[config.mk]
export PLATFORM = sky130hd
export DESIGN_NAME = pats_sync_top
export DESIGN_NICKNAME = d
export VERILOG_FILES = /design/src/pkg/pats_pkg.sv /design/src/hdl/pats_conv.sv /design/src/hdl/pats_sync_top.sv /design/src/hdl/pats_trig_gen.sv
export SDC_FILE = /design/constraint.sdc
export NUM_CORES = 2
export LEC_CHECK = 0
export ABC_AREA = 1
export BUFFER_PORTS_ARGS = -buffer_cell sky130_fd_sc_hd__buf_2
export CAP_MARGIN = 20
export CORE_MARGIN = 1.5
export CORE_UTILIZATION = 45
export DETAILED_ROUTE_END_ITERATION = 8
export PLACE_DENSITY = 0.58
export SETUP_SLACK_MARGIN = 0.15
export SLEW_MARGIN = 10
export SYNTH_ARGS = -nofsm -noshare
export SYNTH_HDL_FRONTEND = slang
export SYNTH_SLANG_ARGS = --single-unit
[constraint.sdc]
create_clock -name clock_i -period 25.1 [get_ports clock_i]
set_clock_uncertainty 0.05 [all_clocks]
set_input_delay 2.51 -clock clock_i [delete_from_list [all_inputs] [get_ports clock_i]]
set_output_delay 2.51 -clock clock_i [all_outputs]
set_load 0.01 [all_outputs]
[src/pkg/pats_pkg.sv]
// Constants shared by the control-loop synchronisation block.
package pats_pkg;
   localparam int unsigned BUS_HZ = 50_000_000;
   localparam int unsigned CORE_HZ = 100_000_000;
   localparam logic [15:0] TICK_STEP = 16'(CORE_HZ / BUS_HZ);
   localparam logic [7:0] A_CTRL = 8'h00;
   localparam logic [7:0] A_PWM_CFG = 8'h04;
   localparam logic [7:0] A_MODULUS = 8'h08;
   localparam logic [7:0] A_DEADTIME = 8'h0c;
   localparam logic [7:0] A_DUTY_A = 8'h10;
   localparam logic [7:0] A_DUTY_B = 8'h14;
   localparam logic [7:0] A_DUTY_C = 8'h18;
   localparam logic [7:0] A_BASE_LOW = 8'h1c;
   localparam logic [7:0] A_BASE_MID = 8'h20;
   localparam logic [7:0] A_BASE_HIGH = 8'h24;
   localparam logic [7:0] A_INDEX = 8'h28;
   localparam logic [7:0] A_ADC_CFG = 8'h2c;
   localparam logic [7:0] A_LIST_WR = 8'h30;
   localparam logic [7:0] A_CMD_WR = 8'h34;
   localparam logic [7:0] A_STATUS = 8'h38;
   localparam logic [7:0] A_RESULT = 8'h40;
   localparam int CTRL_UNIT_EN = 0;
   localparam int CTRL_GEN0_EN = 1;
   localparam int CTRL_GEN1_EN = 2;
   localparam int CTRL_LOAD_OK = 3;
   localparam int CFG_EDGE = 0;
   localparam int CFG_SRC_LO = 1;
   localparam int CFG_GLOAD_EN = 3;
   localparam int CFG_FQ_LO = 4;
   localparam int CMD_SEL = 12;
   localparam logic [15:0] MOD_RST = 16'h09c4;
   localparam logic [15:0] DT_RST = 16'h0019;
   localparam logic [3:0] FQ_RST = 4'h3;
   localparam logic [1:0] SRC_GEN_A = 2'h1;
   localparam logic [1:0] ACC_TRIGGERED = 2'h3;
   localparam logic [2:0] RES_12BIT = 3'h4;
   localparam logic [3:0] CONV_CYCLES = 4'he;
   localparam int CMD_EOL = 7;
   localparam int CMD_EOS = 6;
   localparam int LIST_AW = 5;
   localparam int RES_AW = 3;
   typedef enum logic [1:0] {TG_IDLE = 2'b00, TG_LOAD = 2'b01, TG_ARMED = 2'b11, TG_DONE = 2'b10} pats_tg_t;
   typedef enum logic [1:0] {CV_IDLE = 2'b00, CV_READY = 2'b01, CV_CONV = 2'b11} pats_cv_t;
endpackage

[src/hdl/pats_conv.sv]
// One list-based converter sequencer with result store.
`timescale 1ns/1ps
`default_nettype none
module pats_conv (
   input wire logic clock_i,
   input wire logic rst_i,
   input wire logic restart_i,
   input wire logic trigger_i,
   input wire logic [1:0] flow_cfg_i,
   input wire logic store_abort_i,
   input wire logic [2:0] resolution_i,
   input wire logic justify_i,
   input wire logic end_of_list_irq_enable_i,
   input wire logic [11:0] sample_i,
   input wire logic cmd_we_i,
   input wire logic [1:0] cmd_idx_i,
   input wire logic [7:0] cmd_data_i,
   output logic res_we_o,
   output logic [pats_pkg::RES_AW-1:0] res_idx_o,
   output logic [15:0] res_data_o,
   output logic eol_irq_o,
   output logic busy_o
);
   logic [7:0] cmd_mem [4];
   pats_pkg::pats_cv_t st_reg;
   logic [1:0] ptr_reg;
   logic [7:0] cmd_reg;
   logic [3:0] cnt_reg;
   logic [pats_pkg::RES_AW-1:0] slot_reg;

   function automatic logic [15:0] fmt(input logic [11:0] s, input logic [2:0] res, input logic rj);
      logic [11:0] v;
      v = (res == pats_pkg::RES_12BIT) ? s : {s[11:4], 4'h0};
      fmt = rj ? {4'h0, v} : {v, 4'h0};
   endfunction

   assign busy_o = (st_reg == pats_pkg::CV_CONV);

   always_ff @(posedge clock_i)
   begin
      if (cmd_we_i)
      begin
         cmd_mem[cmd_idx_i] <= cmd_data_i;
      end
   end

   always_ff @(posedge clock_i or posedge rst_i)
   begin
      if (rst_i)
      begin
         st_reg <= pats_pkg::CV_IDLE;
         ptr_reg <= 2'h0;
         cmd_reg <= 8'h00;
         cnt_reg <= 4'h0;
         slot_reg <= '0;
         res_we_o <= 1'b0;
         res_idx_o <= '0;
         res_data_o <= 16'h0000;
         eol_irq_o <= 1'b0;
      end
      else
      begin
         res_we_o <= 1'b0;
         eol_irq_o <= 1'b0;
         if (restart_i)
         begin
            ptr_reg <= 2'h0;
            cmd_reg <= cmd_mem[0];
            st_reg <= pats_pkg::CV_READY;
            slot_reg <= '0;
            if (busy_o && store_abort_i)
            begin
               res_we_o <= 1'b1;
               res_idx_o <= slot_reg;
               res_data_o <= fmt(sample_i, resolution_i, justify_i);
            end
         end
         else
         begin
            case (st_reg)
               pats_pkg::CV_READY:
               begin
                  if (trigger_i && flow_cfg_i == pats_pkg::ACC_TRIGGERED)
                  begin
                     st_reg <= pats_pkg::CV_CONV;
                     cnt_reg <= pats_pkg::CONV_CYCLES;
                  end
               end
               pats_pkg::CV_CONV:
               begin
                  if (cnt_reg > 4'h1)
                  begin
                     cnt_reg <= cnt_reg - 4'h1;
                  end
                  else
                  begin
                     res_we_o <= 1'b1;
                     res_data_o <= fmt(sample_i, resolution_i, justify_i);
                     res_idx_o <= slot_reg;
                     slot_reg <= slot_reg + 1'b1;
                     if (cmd_reg[pats_pkg::CMD_EOL])
                     begin
                        eol_irq_o <= end_of_list_irq_enable_i;
                        st_reg <= pats_pkg::CV_IDLE;
                     end
                     else
                     begin
                        ptr_reg <= ptr_reg + 2'h1;
                        cmd_reg <= cmd_mem[ptr_reg + 2'h1];
                        cnt_reg <= pats_pkg::CONV_CYCLES;
                        st_reg <= cmd_reg[pats_pkg::CMD_EOS] ? pats_pkg::CV_READY : pats_pkg::CV_CONV;
                     end
                  end
               end
               pats_pkg::CV_IDLE:
               begin
                  st_reg <= pats_pkg::CV_IDLE;
               end
               default:
               begin
                  st_reg <= pats_pkg::CV_IDLE;
               end
            endcase
         end
      end
   end
endmodule
`default_nettype wire

[src/hdl/pats_sync_top.sv]
// Control-loop synchronisation: modulator, trigger unit, two converters.
//
// Function
// - With the unit enabled, each modulator reload resets and restarts the trigger time-base counter.
// - With the unit enabled, reload is forwarded at once as cycle start.
// - Reload fetches first trigger time and first converter command.
// - Counter equal to trigger value fires a trigger.
// - Equal trigger values fire both converters in the same cycle.
// - A trigger starts the converter's prefetched command sequence.
// - Two independently enabled generators; generator 0 feeds converter 0, 1 feeds 1.
// - Reload issues on every (field plus one)th PWM opportunity.
// - First trigger samples phase currents, second temperature and bus voltage.
// - Converters store results into a result queue without the processor.
// - Duty values are double-buffered and applied at reload with load-ok.
// - The trigger unit drives load-ok once software has finished updating.
// - Modulator honours global load-ok only when its enable bit is one.
// - Center-aligned PWM with edge bit zero; modulus 2500 gives 20 kHz.
// - Complementary leg outputs are separated by a programmable dead time.
// - Generator A is master and makes reload when source field is one.
// - Modulator runs at twice the bus clock; the rest on bus clock.
// - Lists are located by indices relative to a 24-bit three-byte base.
// - Resolution four with justify zero stores 12-bit left-justified results.
// - With store-on-abort set, an interrupted conversion is still stored.
// - Conversion flow follows internal triggers when access field is three.
// - Converter 1 raises end-of-list interrupt when its enable is one.
`timescale 1ns/1ps
`default_nettype none
module pats_sync_top (
   input wire logic clock_i,
   input wire logic rst_i,
   input wire logic [7:0] addr_i,
   input wire logic [31:0] wdata_i,
   input wire logic wr_i,
   input wire logic rd_i,
   output logic [31:0] rdata_o,
   input wire logic [11:0] sample0_i,
   input wire logic [11:0] sample1_i,
   output logic [2:0] pwm_high_o,
   output logic [2:0] pwm_low_o,
   output logic pwm_reload_o,
   output logic cycle_start_o,
   output logic trig0_o,
   output logic trig1_o,
   output logic load_ok_o,
   output logic eol_irq_o
);
   logic [3:0] ctrl_reg;
   logic [7:0] cfg_reg;
   logic [15:0] mod_reg;
   logic [15:0] dt_reg;
   logic [15:0] duty_buf_reg [3];
   logic [15:0] duty_act_reg [3];
   logic [23:0] base_reg;
   logic [31:0] index_reg;
   logic [7:0] adc_cfg_reg;
   logic [15:0] list_mem [32];
   logic [15:0] res_mem [2][8];
   logic [15:0] cnt_reg;
   logic dir_down_reg;
   logic [3:0] fq_cnt_reg;
   logic reload_next;
   logic opp_next;
   logic [15:0] cnt_next;
   logic dir_next;
   logic [2:0] raw_q_reg;
   logic [15:0] dt_cnt_reg [3];
   logic [15:0] tb_reg;
   logic unit_restart;
   logic [pats_pkg::LIST_AW-1:0] base_word;
   logic [pats_pkg::LIST_AW-1:0] g0_addr;
   logic [pats_pkg::LIST_AW-1:0] g1_addr;
   logic g0_done;
   logic g1_done;
   logic c0_we;
   logic c1_we;
   logic [pats_pkg::RES_AW-1:0] c0_idx;
   logic [pats_pkg::RES_AW-1:0] c1_idx;
   logic [15:0] c0_data;
   logic [15:0] c1_data;
   logic c0_busy;
   logic c1_busy;
   logic c0_eol;
   logic cmd_we0;
   logic cmd_we1;

   function automatic logic wr_hit(input logic [7:0] a, input logic [7:0] target, input logic w);
      wr_hit = w && (a == target);
   endfunction

   function automatic logic [15:0] dec_sat(input logic [15:0] v);
      dec_sat = (v > pats_pkg::TICK_STEP) ? v - pats_pkg::TICK_STEP : 16'h0000;
   endfunction

   // Modulator counter in core-clock ticks, two ticks per bus cycle.
   always_comb
   begin
      cnt_next = cnt_reg + pats_pkg::TICK_STEP;
      dir_next = dir_down_reg;
      opp_next = 1'b0;
      if (cfg_reg[pats_pkg::CFG_EDGE])
      begin
         if (cnt_next >= mod_reg)
         begin
            cnt_next = 16'h0000;
            opp_next = 1'b1;
         end
      end
      else if (!dir_down_reg)
      begin
         if (cnt_next >= mod_reg)
         begin
            cnt_next = mod_reg;
            dir_next = 1'b1;
         end
      end
      else
      begin
         cnt_next = dec_sat(cnt_reg);
         if (cnt_next == 16'h0000)
         begin
            dir_next = 1'b0;
            opp_next = 1'b1;
         end
      end
      reload_next = opp_next && (fq_cnt_reg == cfg_reg[pats_pkg::CFG_FQ_LO +: 4]) &&
                    (cfg_reg[pats_pkg::CFG_SRC_LO +: 2] == pats_pkg::SRC_GEN_A);
   end

   always_ff @(posedge clock_i or posedge rst_i)
   begin
      if (rst_i)
      begin
         cnt_reg <= 16'h0000;
         dir_down_reg <= 1'b0;
         fq_cnt_reg <= 4'h0;
         pwm_reload_o <= 1'b0;
      end
      else
      begin
         cnt_reg <= cnt_next;
         dir_down_reg <= dir_next;
         pwm_reload_o <= reload_next;
         if (opp_next)
         begin
            fq_cnt_reg <= (fq_cnt_reg == cfg_reg[pats_pkg::CFG_FQ_LO +: 4]) ? 4'h0 : fq_cnt_reg + 4'h1;
         end
      end
   end

   // Buffered duty values move to the active set at a reload with load-ok.
   always_ff @(posedge clock_i or posedge rst_i)
   begin
      if (rst_i)
      begin
         for (int i = 0; i < 3; i++)
         begin
            duty_act_reg[i] <= 16'h0000;
         end
      end
      else if (reload_next && load_ok_o && cfg_reg[pats_pkg::CFG_GLOAD_EN])
      begin
         for (int i = 0; i < 3; i++)
         begin
            duty_act_reg[i] <= duty_buf_reg[i];
         end
      end
   end

   // Load-ok is set by software and dropped once a reload has consumed it.
   always_ff @(posedge clock_i or posedge rst_i)
   begin
      if (rst_i)
      begin
         load_ok_o <= 1'b0;
      end
      else if (wr_hit(addr_i, pats_pkg::A_CTRL, wr_i) && wdata_i[pats_pkg::CTRL_LOAD_OK])
      begin
         load_ok_o <= 1'b1;
      end
      else if (reload_next && cfg_reg[pats_pkg::CFG_GLOAD_EN])
      begin
         load_ok_o <= 1'b0;
      end
   end

   // Three legs share the master counter; each gets its own dead-time gap.
   always_ff @(posedge clock_i or posedge rst_i)
   begin
      if (rst_i)
      begin
         raw_q_reg <= 3'h0;
         pwm_high_o <= 3'h0;
         pwm_low_o <= 3'h0;
         for (int i = 0; i < 3; i++)
         begin
            dt_cnt_reg[i] <= 16'h0000;
         end
      end
      else
      begin
         for (int i = 0; i < 3; i++)
         begin
            if ((cnt_reg < duty_act_reg[i]) != raw_q_reg[i])
            begin
               raw_q_reg[i] <= ~raw_q_reg[i];
               dt_cnt_reg[i] <= dt_reg;
               pwm_high_o[i] <= 1'b0;
               pwm_low_o[i] <= 1'b0;
            end
            else if (dt_cnt_reg[i] != 16'h0000)
            begin
               dt_cnt_reg[i] <= dec_sat(dt_cnt_reg[i]);
               pwm_high_o[i] <= 1'b0;
               pwm_low_o[i] <= 1'b0;
            end
            else
            begin
               pwm_high_o[i] <= raw_q_reg[i];
               pwm_low_o[i] <= ~raw_q_reg[i];
            end
         end
      end
   end

   // Trigger unit: time base and forwarded cycle start.
   assign unit_restart = pwm_reload_o && ctrl_reg[pats_pkg::CTRL_UNIT_EN];
   assign base_word = pats_pkg::LIST_AW'(base_reg >> 1);

   always_ff @(posedge clock_i or posedge rst_i)
   begin
      if (rst_i)
      begin
         tb_reg <= 16'h0000;
         cycle_start_o <= 1'b0;
      end
      else
      begin
         cycle_start_o <= reload_next && ctrl_reg[pats_pkg::CTRL_UNIT_EN];
         if (unit_restart)
         begin
            tb_reg <= 16'h0000;
         end
         else if (tb_reg != 16'hffff)
         begin
            tb_reg <= tb_reg + 16'h0001;
         end
      end
   end

   // Both generators see one time base, so equal entries fire together.
   pats_trig_gen u_gen0 (
      .clock_i(clock_i),
      .rst_i(rst_i),
      .enable_i(ctrl_reg[pats_pkg::CTRL_UNIT_EN] && ctrl_reg[pats_pkg::CTRL_GEN0_EN]),
      .restart_i(unit_restart),
      .count_i(tb_reg),
      .base_i(base_word),
      .primary_i(index_reg[7:0]),
      .alternate_i(index_reg[15:8]),
      .data_i(list_mem[g0_addr]),
      .addr_o(g0_addr),
      .trig_o(trig0_o),
      .done_o(g0_done)
   );

   pats_trig_gen u_gen1 (
      .clock_i(clock_i),
      .rst_i(rst_i),
      .enable_i(ctrl_reg[pats_pkg::CTRL_UNIT_EN] && ctrl_reg[pats_pkg::CTRL_GEN1_EN]),
      .restart_i(unit_restart),
      .count_i(tb_reg),
      .base_i(base_word),
      .primary_i(index_reg[23:16]),
      .alternate_i(index_reg[31:24]),
      .data_i(list_mem[g1_addr]),
      .addr_o(g1_addr),
      .trig_o(trig1_o),
      .done_o(g1_done)
   );

   assign cmd_we0 = wr_hit(addr_i, pats_pkg::A_CMD_WR, wr_i) && !wdata_i[pats_pkg::CMD_SEL];
   assign cmd_we1 = wr_hit(addr_i, pats_pkg::A_CMD_WR, wr_i) && wdata_i[pats_pkg::CMD_SEL];

   // Converter 0 samples phase A and bus voltage, converter 1 phase B and temperature.
   pats_conv u_conv0 (
      .clock_i(clock_i),
      .rst_i(rst_i),
      .restart_i(cycle_start_o),
      .trigger_i(trig0_o),
      .flow_cfg_i(adc_cfg_reg[5:4]),
      .store_abort_i(adc_cfg_reg[6]),
      .resolution_i(adc_cfg_reg[2:0]),
      .justify_i(adc_cfg_reg[3]),
      .end_of_list_irq_enable_i(1'b0),
      .sample_i(sample0_i),
      .cmd_we_i(cmd_we0),
      .cmd_idx_i(wdata_i[9:8]),
      .cmd_data_i(wdata_i[7:0]),
      .res_we_o(c0_we),
      .res_idx_o(c0_idx),
      .res_data_o(c0_data),
      .eol_irq_o(c0_eol),
      .busy_o(c0_busy)
   );

   pats_conv u_conv1 (
      .clock_i(clock_i),
      .rst_i(rst_i),
      .restart_i(cycle_start_o),
      .trigger_i(trig1_o),
      .flow_cfg_i(adc_cfg_reg[5:4]),
      .store_abort_i(adc_cfg_reg[6]),
      .resolution_i(adc_cfg_reg[2:0]),
      .justify_i(adc_cfg_reg[3]),
      .end_of_list_irq_enable_i(adc_cfg_reg[7]),
      .sample_i(sample1_i),
      .cmd_we_i(cmd_we1),
      .cmd_idx_i(wdata_i[9:8]),
      .cmd_data_i(wdata_i[7:0]),
      .res_we_o(c1_we),
      .res_idx_o(c1_idx),
      .res_data_o(c1_data),
      .eol_irq_o(eol_irq_o),
      .busy_o(c1_busy)
   );

   // Result queues and trigger list live in local memory.
   always_ff @(posedge clock_i)
   begin
      if (c0_we)
      begin
         res_mem[0][c0_idx] <= c0_data;
      end
      if (c1_we)
      begin
         res_mem[1][c1_idx] <= c1_data;
      end
      if (wr_hit(addr_i, pats_pkg::A_LIST_WR, wr_i))
      begin
         list_mem[wdata_i[20:16]] <= wdata_i[15:0];
      end
   end

   // Software writable configuration.
   always_ff @(posedge clock_i or posedge rst_i)
   begin
      if (rst_i)
      begin
         ctrl_reg <= 4'h0;
         cfg_reg <= {pats_pkg::FQ_RST, 1'b0, pats_pkg::SRC_GEN_A, 1'b0};
         mod_reg <= pats_pkg::MOD_RST;
         dt_reg <= pats_pkg::DT_RST;
         base_reg <= 24'h000000;
         index_reg <= 32'h00000000;
         adc_cfg_reg <= {2'h0, pats_pkg::ACC_TRIGGERED, 1'b0, pats_pkg::RES_12BIT};
         for (int i = 0; i < 3; i++)
         begin
            duty_buf_reg[i] <= 16'h0000;
         end
      end
      else if (wr_i)
      begin
         case (addr_i)
            pats_pkg::A_CTRL: ctrl_reg <= {1'b0, wdata_i[2:0]};
            pats_pkg::A_PWM_CFG: cfg_reg <= wdata_i[7:0];
            pats_pkg::A_MODULUS: mod_reg <= wdata_i[15:0];
            pats_pkg::A_DEADTIME: dt_reg <= wdata_i[15:0];
            pats_pkg::A_DUTY_A: duty_buf_reg[0] <= wdata_i[15:0];
            pats_pkg::A_DUTY_B: duty_buf_reg[1] <= wdata_i[15:0];
            pats_pkg::A_DUTY_C: duty_buf_reg[2] <= wdata_i[15:0];
            pats_pkg::A_BASE_LOW: base_reg[7:0] <= wdata_i[7:0];
            pats_pkg::A_BASE_MID: base_reg[15:8] <= wdata_i[7:0];
            pats_pkg::A_BASE_HIGH: base_reg[23:16] <= wdata_i[7:0];
            pats_pkg::A_INDEX: index_reg <= wdata_i;
            pats_pkg::A_ADC_CFG: adc_cfg_reg <= wdata_i[7:0];
            default: ctrl_reg <= ctrl_reg;
         endcase
      end
   end

   // Read data stands in the cycle after the strobe only.
   always_ff @(posedge clock_i or posedge rst_i)
   begin
      if (rst_i)
      begin
         rdata_o <= 32'h00000000;
      end
      else if (!rd_i)
      begin
         rdata_o <= 32'h00000000;
      end
      else if (addr_i[7:6] == 2'b01)
      begin
         rdata_o <= {16'h0000, res_mem[addr_i[5]][addr_i[4:2]]};
      end
      else
      begin
         case (addr_i)
            pats_pkg::A_CTRL: rdata_o <= {28'h0, load_ok_o, ctrl_reg[2:0]};
            pats_pkg::A_PWM_CFG: rdata_o <= {24'h0, cfg_reg};
            pats_pkg::A_MODULUS: rdata_o <= {16'h0, mod_reg};
            pats_pkg::A_DEADTIME: rdata_o <= {16'h0, dt_reg};
            pats_pkg::A_DUTY_A: rdata_o <= {16'h0, duty_buf_reg[0]};
            pats_pkg::A_DUTY_B: rdata_o <= {16'h0, duty_buf_reg[1]};
            pats_pkg::A_DUTY_C: rdata_o <= {16'h0, duty_buf_reg[2]};
            pats_pkg::A_BASE_LOW: rdata_o <= {24'h0, base_reg[7:0]};
            pats_pkg::A_BASE_MID: rdata_o <= {24'h0, base_reg[15:8]};
            pats_pkg::A_BASE_HIGH: rdata_o <= {24'h0, base_reg[23:16]};
            pats_pkg::A_INDEX: rdata_o <= index_reg;
            pats_pkg::A_ADC_CFG: rdata_o <= {24'h0, adc_cfg_reg};
            pats_pkg::A_STATUS: rdata_o <= {10'h0, c0_eol, c1_busy, c0_busy, g1_done, g0_done, dir_down_reg, tb_reg};
            default: rdata_o <= 32'h00000000;
         endcase
      end
   end
endmodule
`default_nettype wire

[src/hdl/pats_trig_gen.sv]
// One trigger generator walking its trigger-time list.
`timescale 1ns/1ps
`default_nettype none
module pats_trig_gen (
   input wire logic clock_i,
   input wire logic rst_i,
   input wire logic enable_i,
   input wire logic restart_i,
   input wire logic [15:0] count_i,
   input wire logic [pats_pkg::LIST_AW-1:0] base_i,
   input wire logic [7:0] primary_i,
   input wire logic [7:0] alternate_i,
   input wire logic [15:0] data_i,
   output logic [pats_pkg::LIST_AW-1:0] addr_o,
   output logic trig_o,
   output logic done_o
);
   pats_pkg::pats_tg_t st_reg;
   logic alt_reg;
   logic [15:0] val_reg;

   assign done_o = (st_reg == pats_pkg::TG_DONE);

   always_ff @(posedge clock_i or posedge rst_i)
   begin
      if (rst_i)
      begin
         st_reg <= pats_pkg::TG_IDLE;
         alt_reg <= 1'b0;
         val_reg <= 16'h0000;
         addr_o <= '0;
         trig_o <= 1'b0;
      end
      else
      begin
         trig_o <= 1'b0;
         if (!enable_i)
         begin
            st_reg <= pats_pkg::TG_IDLE;
         end
         else if (restart_i)
         begin
            // Primary and alternate lists are used on alternate cycles.
            st_reg <= pats_pkg::TG_LOAD;
            addr_o <= pats_pkg::LIST_AW'(base_i + (alt_reg ? alternate_i : primary_i));
            alt_reg <= ~alt_reg;
         end
         else
         begin
            case (st_reg)
               pats_pkg::TG_LOAD:
               begin
                  if (data_i == 16'h0000)
                  begin
                     st_reg <= pats_pkg::TG_DONE;
                  end
                  else
                  begin
                     val_reg <= data_i;
                     st_reg <= pats_pkg::TG_ARMED;
                  end
               end
               pats_pkg::TG_ARMED:
               begin
                  if (count_i == val_reg)
                  begin
                     trig_o <= 1'b1;
                     addr_o <= addr_o + 1'b1;
                     st_reg <= pats_pkg::TG_LOAD;
                  end
               end
               pats_pkg::TG_IDLE, pats_pkg::TG_DONE:
               begin
                  st_reg <= st_reg;
               end
               default:
               begin
                  st_reg <= pats_pkg::TG_IDLE;
               end
            endcase
         end
      end
   end
endmodule
`default_nettype wire

After elaboration in Yosys (flattened, before gate mapping) --
Memories as Yosys holds them, arrays and structs flattened. Cells that the tools add are included.
Storage, ports and cells: register bits 461, bits in writable memories 832, output and inout bits 44, memories 4
Operators by class: add/sub/neg operators 17, magnitude comparators 15, equality and inequality tests 53, muxes and demuxes 157, bitwise logic cells 12, reduce and logical (&&, ||, !) cells 76
Memory list:
- list_mem | depth 32, width 16, rd ports 2, clocked after Yosys merged registers in 0, wr ports 1, line pats_sync_top.sv:56 | logic [15:0] list_mem [32];
- res_mem | depth 2, width 128, rd ports 1, clocked after Yosys merged registers in 0, wr ports 2, line pats_sync_top.sv:57 | logic [15:0] res_mem [2][8];
- u_conv0.cmd_mem | depth 4, width 8, rd ports 2, clocked after Yosys merged registers in 0, wr ports 1, line pats_conv.sv:24 | logic [7:0] cmd_mem [4];
- u_conv1.cmd_mem | depth 4, width 8, rd ports 2, clocked after Yosys merged registers in 0, wr ports 1, line pats_conv.sv:24
Operator list (number):
- 16-bit 2-to-1 mux | 30
- 32-bit case mux with 13 select lines | 1
- 128-bit 2-to-1 mux | 2
- 16-bit demux with 3-bit select | 2
- 16-bit by 2-bit > comparator with 1-bit output (second input constant) | 4
- 32-bit 2-to-1 mux | 2
- 8-bit 2-to-1 mux | 8
- 16-bit by 2-bit subtractor with 16-bit output (second input constant) | 4
- 8-bit by 6-bit equality test with 1-bit output (second input constant) | 7
- 1-bit 2-to-1 mux | 50
- 16-bit binary-select mux with 3-bit select | 1
- 16-bit logical NOT | 3
- 16-bit less-than comparator | 3
- 2-bit 2-to-1 mux | 24
- 16-bit nonzero test | 3
- 3-bit 2-to-1 mux | 14
- 5-bit 2-to-1 mux | 8
- 2-bit AND reduction | 20
- 4-bit 2-to-1 mux | 9
- 16-bit equality test | 2
- 8-bit by 5-bit equality test with 1-bit output (second input constant) | 4
- 2-bit nonzero test | 13
- 1-bit logical AND | 21
- 3-bit inequality test (second input constant) | 6
- 34 further kinds | 89

Longest topological paths before layout --
word-level depth 11, gate-level depth with buffers 26, depth with buffers taken out 23

Modules after synthesis --
Synthesis repeated with hierarchy kept, for this count alone.
Unflattened totals: cells, all modules 6104, area, all modules 58632.5 µm²
By module, submodules not included:
- pats_sync_top | instances 1, cells an instance 5084, area an instance 50962.6 µm², sequential area each 31387.6 µm²
- pats_trig_gen | instances 2, cells an instance 274, area an instance 1750.4 µm², sequential area each 625.6 µm²
- pats_conv (u_conv1) | instances 1, cells an instance 236, area an instance 2088.3 µm², sequential area each 1091.0 µm²
- pats_conv (u_conv0) | instances 1, cells an instance 236, area an instance 2080.7 µm², sequential area each 1091.0 µm²

Worst setup path after synthesis --
OpenSTA, ideal clock, no wires.
path type input-to-reg, start input addr_i[5], end memory list_mem[0][0], enable pin, library setup time 0.388 ns, arrival time 4.649 ns, data required time 24.662 ns, slack 20.012 ns, stages 9, cells stage by stage clkbuf_1 -> inv_1 -> clkbuf_1 -> clkbuf_1 -> nor3_1 -> nand2_1 -> nor2_1 -> nand3_1 -> nor2_1
On the way: longest elaborated chain between the ends 4
RTL lines:
- start: declaration | line pats_sync_top.sv:31 | input wire logic [7:0] addr_i,
- 8-bit by 6-bit equality test with 1-bit output | line pats_sync_top.sv:87 | wr_hit = w && (a == target);
- 1-bit logical AND | line pats_sync_top.sv:87
- 1-bit 2-to-1 mux | line pats_sync_top.sv:338 | if (wr_hit(addr_i, pats_pkg::A_LIST_WR, wr_i))
- 1-bit 2-to-1 mux (implied by the code) | line pats_sync_top.sv:340 | list_mem[wdata_i[20:16]] <= wdata_i[15:0];
- end: declaration | line pats_sync_top.sv:56
Every way passes these cells.

Worst setup path after layout --
start input addr_i[5], end memory list_mem[22][3], enable pin
The elaborated chain is that of the path after synthesis.

==> run summary <==
multi-input combinational cell area: 20200 µm²
Synth area leader: edfxtp_1
nets@finish: 6313
IO buf count: 111
Critical Path Max Stage Delay: 0.77 ns
FP Rows: 132
#FFs+latches synth: 1233
Area growth, synth to finish: 11.4%
Overflow after GRT: 0
hold-fix buffers at CTS: 0
die width: 364 µm
fill count: 11800
Final TNS setup: 0 ns
status: complete, no violations
Post-synth EDFFs: 784
flip-flop and latch area: 34800 µm²
CP bufs+invs: 3
post-CTS setup buffers: 0
max-cap violation count: 0
period utilization: 23.5%
Worst setup startpoint: addr_i[5]
worst-path fanout max: 64
Tot GR Track Use: 28.9%
CTS tree: done
Bufs on Longest Clock Path: 3
post-route cell area: 65300 µm²
HPWL Detailed: 126000 µm
Critical Path Stages: 8
commonest non-fill, non-tap cell in the layout: nand2_1
Slew Limit Headroom: 25.1%
cell count after synthesis: 6143
YS warnings: 0
Yosys top cell area share: 40.2%
H-tree levels: 4
DR pass1 iterations: 6
Core Box Area: 129000 µm²
die area: 132000 µm²
leakage power: 0.0260 µW
CP Class: input port to flop
CTS Root Cell: clkbuf_16
family with the most delay on the worst path: simple AND/OR/NAND/NOR gates
max reg flops: 512
met2 wire length: 89500 µm
cts bufs inserted: 140
asr flop ratio synth: 36.4%
final std cells w/o fill: 8018
DR iter-0 viols: 5119
RSZ-0062 raised after global routing: false
CP Data Required Time: 25.52 ns
ys flop type: edfxtp_1
Cell Pwr Density: 75.8 nW/µm²
initial core utilization: 45.3%
worst skew pair latency: 0.78 ns
CP max-delay cell: nor2_1
first-pass GRT wire length: 283000 µm
placed insts: 7756
worst r2r src: cnt_reg[1]$_DFF_PP0_
Via Count: 46400
Vias/cell: 5.78
crit path DAT: 6.30 ns
Die H: 364 µm
DRC Markers: 0
Met1 Wirelength: 80200 µm
Mapped Nets: 6297
CTS Sinks: 1233
Mapped Area: 58600 µm²
layout cells sized above 1: 8.18%
Worst Tran Pin Value: 1.10 ns
reg2reg setup slack: 19.69 ns
worst path cell trace: buf_4, inv_4, nor3_1, nand2_1, nor2_1, nand3_1, nor2_1, buf_4
post_cts resized: 0
largest net degree at the start of global routing: 222
RR Endpoint: duty_act_reg[35]$_DFFE_PP0P_
Clock Pin Slew Worst Setup and Hold Paths: 0.06 ns
Final Max Tran Viols: 0
post-route antenna net violation count: 0
Final Wtd Congestion: 0.985
met3 WL: 14100 µm
vias in the first global route: 43100
fin crit period: 5.89 ns
FF-to-FF path depth: 25
area post-placement: 60800 µm²
Critical Path End: list_mem[22][3]$_DFFE_PP_
synth unique cells: 61
Fmax: 0.170 GHz
crit path launch type: input port
hold crit path type: flop to flop
sequential-to-total area share from yosys stat: 59.4%
Ports: 112
Top Metal Used: met5
final hold vios: 0
DRT Wirelength: 193000 µm
most frequent cells in the layout: nand2_1 (1250), edfxtp_1 (784), o21ai_0 (681)
Avg WL per Cell: 24.0 µm
Synth area leaders: edfxtp_1 (40%), dfrtp_1 (19%), nand2_1 (8.0%), o21ai_0 (5.8%), nand3_1 (3.8%)
Avg Cell Area, Syn: 9.54 µm²
crit end category: flop
final setup vio count: 0
worst vdd ir: 0.0000695 V
initial antenna violation count: 4
-- worst reg2reg max path, delay by kind of cell (launching register included) --
kind / cells / cell delay (ns)
adders and majority gates: 1 / 0.29
DFF: 1 / 0.52
buffers and inverters: 5 / 1.32
xor gates and xnor gates: 1 / 0.10
and+or+nand+nor: 18 / 3.02
-- stage by stage --
stage / worst slack [ns] / total power, µW / util, % / hold WS [ns]
3_3_place_gp: 18.54 / 2980 / 47.0 / 0.404
2_1_floorplan: 10.05 / 2790 / - / 0.388
3_5_place_dp: 18.45 / 3000 / 47.0 / 0.408
4_1_cts: 19.14 / 4970 / 50.4 / 0.418
5_1_grt: 19.01 / 5150 / 50.5 / 0.436
6_report: 19.21 / 4950 / 50.5 / 0.418
-- layer usage --
metal | vias to the layer above | global-route usage [%]
met5 | - | 0
met4 | 4 | 12.9
met1 | 22700 | 39.3
li1 | 21400 | -
met3 | 352 | 4.09
met2 | 1935 | 46.1
-- cells in the mapped netlist, drive strengths merged, types with 2 or more instances --
master	instances
a22oi	35
nand3	442
edfxtp	784
nor3	61
and3	3
or2	13
a311oi	5
dfstp	14
nor4	22
a32o	7
a2111oi	2
o22ai	82
o31ai	8
fa	2
a41oi	3
inv	556
dfrtp	435
o221ai	4
o32ai	2
a31oi	23
nand3b	12
nand4	122
o21a	2
o2111ai	4
buf	143
ha	84
a21o	4
clkinv	7
a221oi	25
clkbuf	207
o21ai	697
o211ai	153
xnor2	24
nand2	1255
a211oi	6
a21oi	419
nor3b	2
nor2	395
a21boi	3
a22o	9
xor2	60
-- where the power goes --
group / internal [µW] / total (µW) / switching [µW]
clock: 1140 / 1990 / 850
sequential: 2220 / 2310 / 82.3
combinational: 217 / 656 / 439
-- kinds of logic after synthesis --
family          after synthesis  synth area share, %
simple gates               2329                 16.9
buf+inv                     913                 6.27
fa+ha+maj                    86                 1.86
compound gates             1497                 14.4
mux                           1               0.0171
flops                      1233                 59.4
xor+xnor                     84                 1.26
-- layout make-up --
class / count / share of cell area, %
sequential: 1233 / 53.3
multi-input combinational: 3997 / 31.0
clock buffer: 191 / 5.85
tap: 1742 / 3.34
inverter: 563 / 3.25
timing repair buffer: 224 / 2.28
clock inverter: 65 / 0.930
antenna: 3 / 0.0115
-- worst min path at each step --
stage                                      start                            to  slack, ns  cells past startpoint
floorplan             dt_cnt_reg[33]$_DFFE_PP0P_    dt_cnt_reg[33]$_DFFE_PP0P_       0.39                      1
global placement      dt_cnt_reg[33]$_DFFE_PP0P_    dt_cnt_reg[33]$_DFFE_PP0P_       0.40                      1
detailed placement  duty_act_reg[15]$_DFFE_PP0P_  duty_act_reg[15]$_DFFE_PP0P_       0.41                      2
CTS                   dt_cnt_reg[33]$_DFFE_PP0P_    dt_cnt_reg[33]$_DFFE_PP0P_       0.42                      1
global route          dt_cnt_reg[33]$_DFFE_PP0P_    dt_cnt_reg[33]$_DFFE_PP0P_       0.44                      1
finish              duty_act_reg[15]$_DFFE_PP0P_  duty_act_reg[15]$_DFFE_PP0P_       0.42                      2
(Power assumes the default switching activity.)
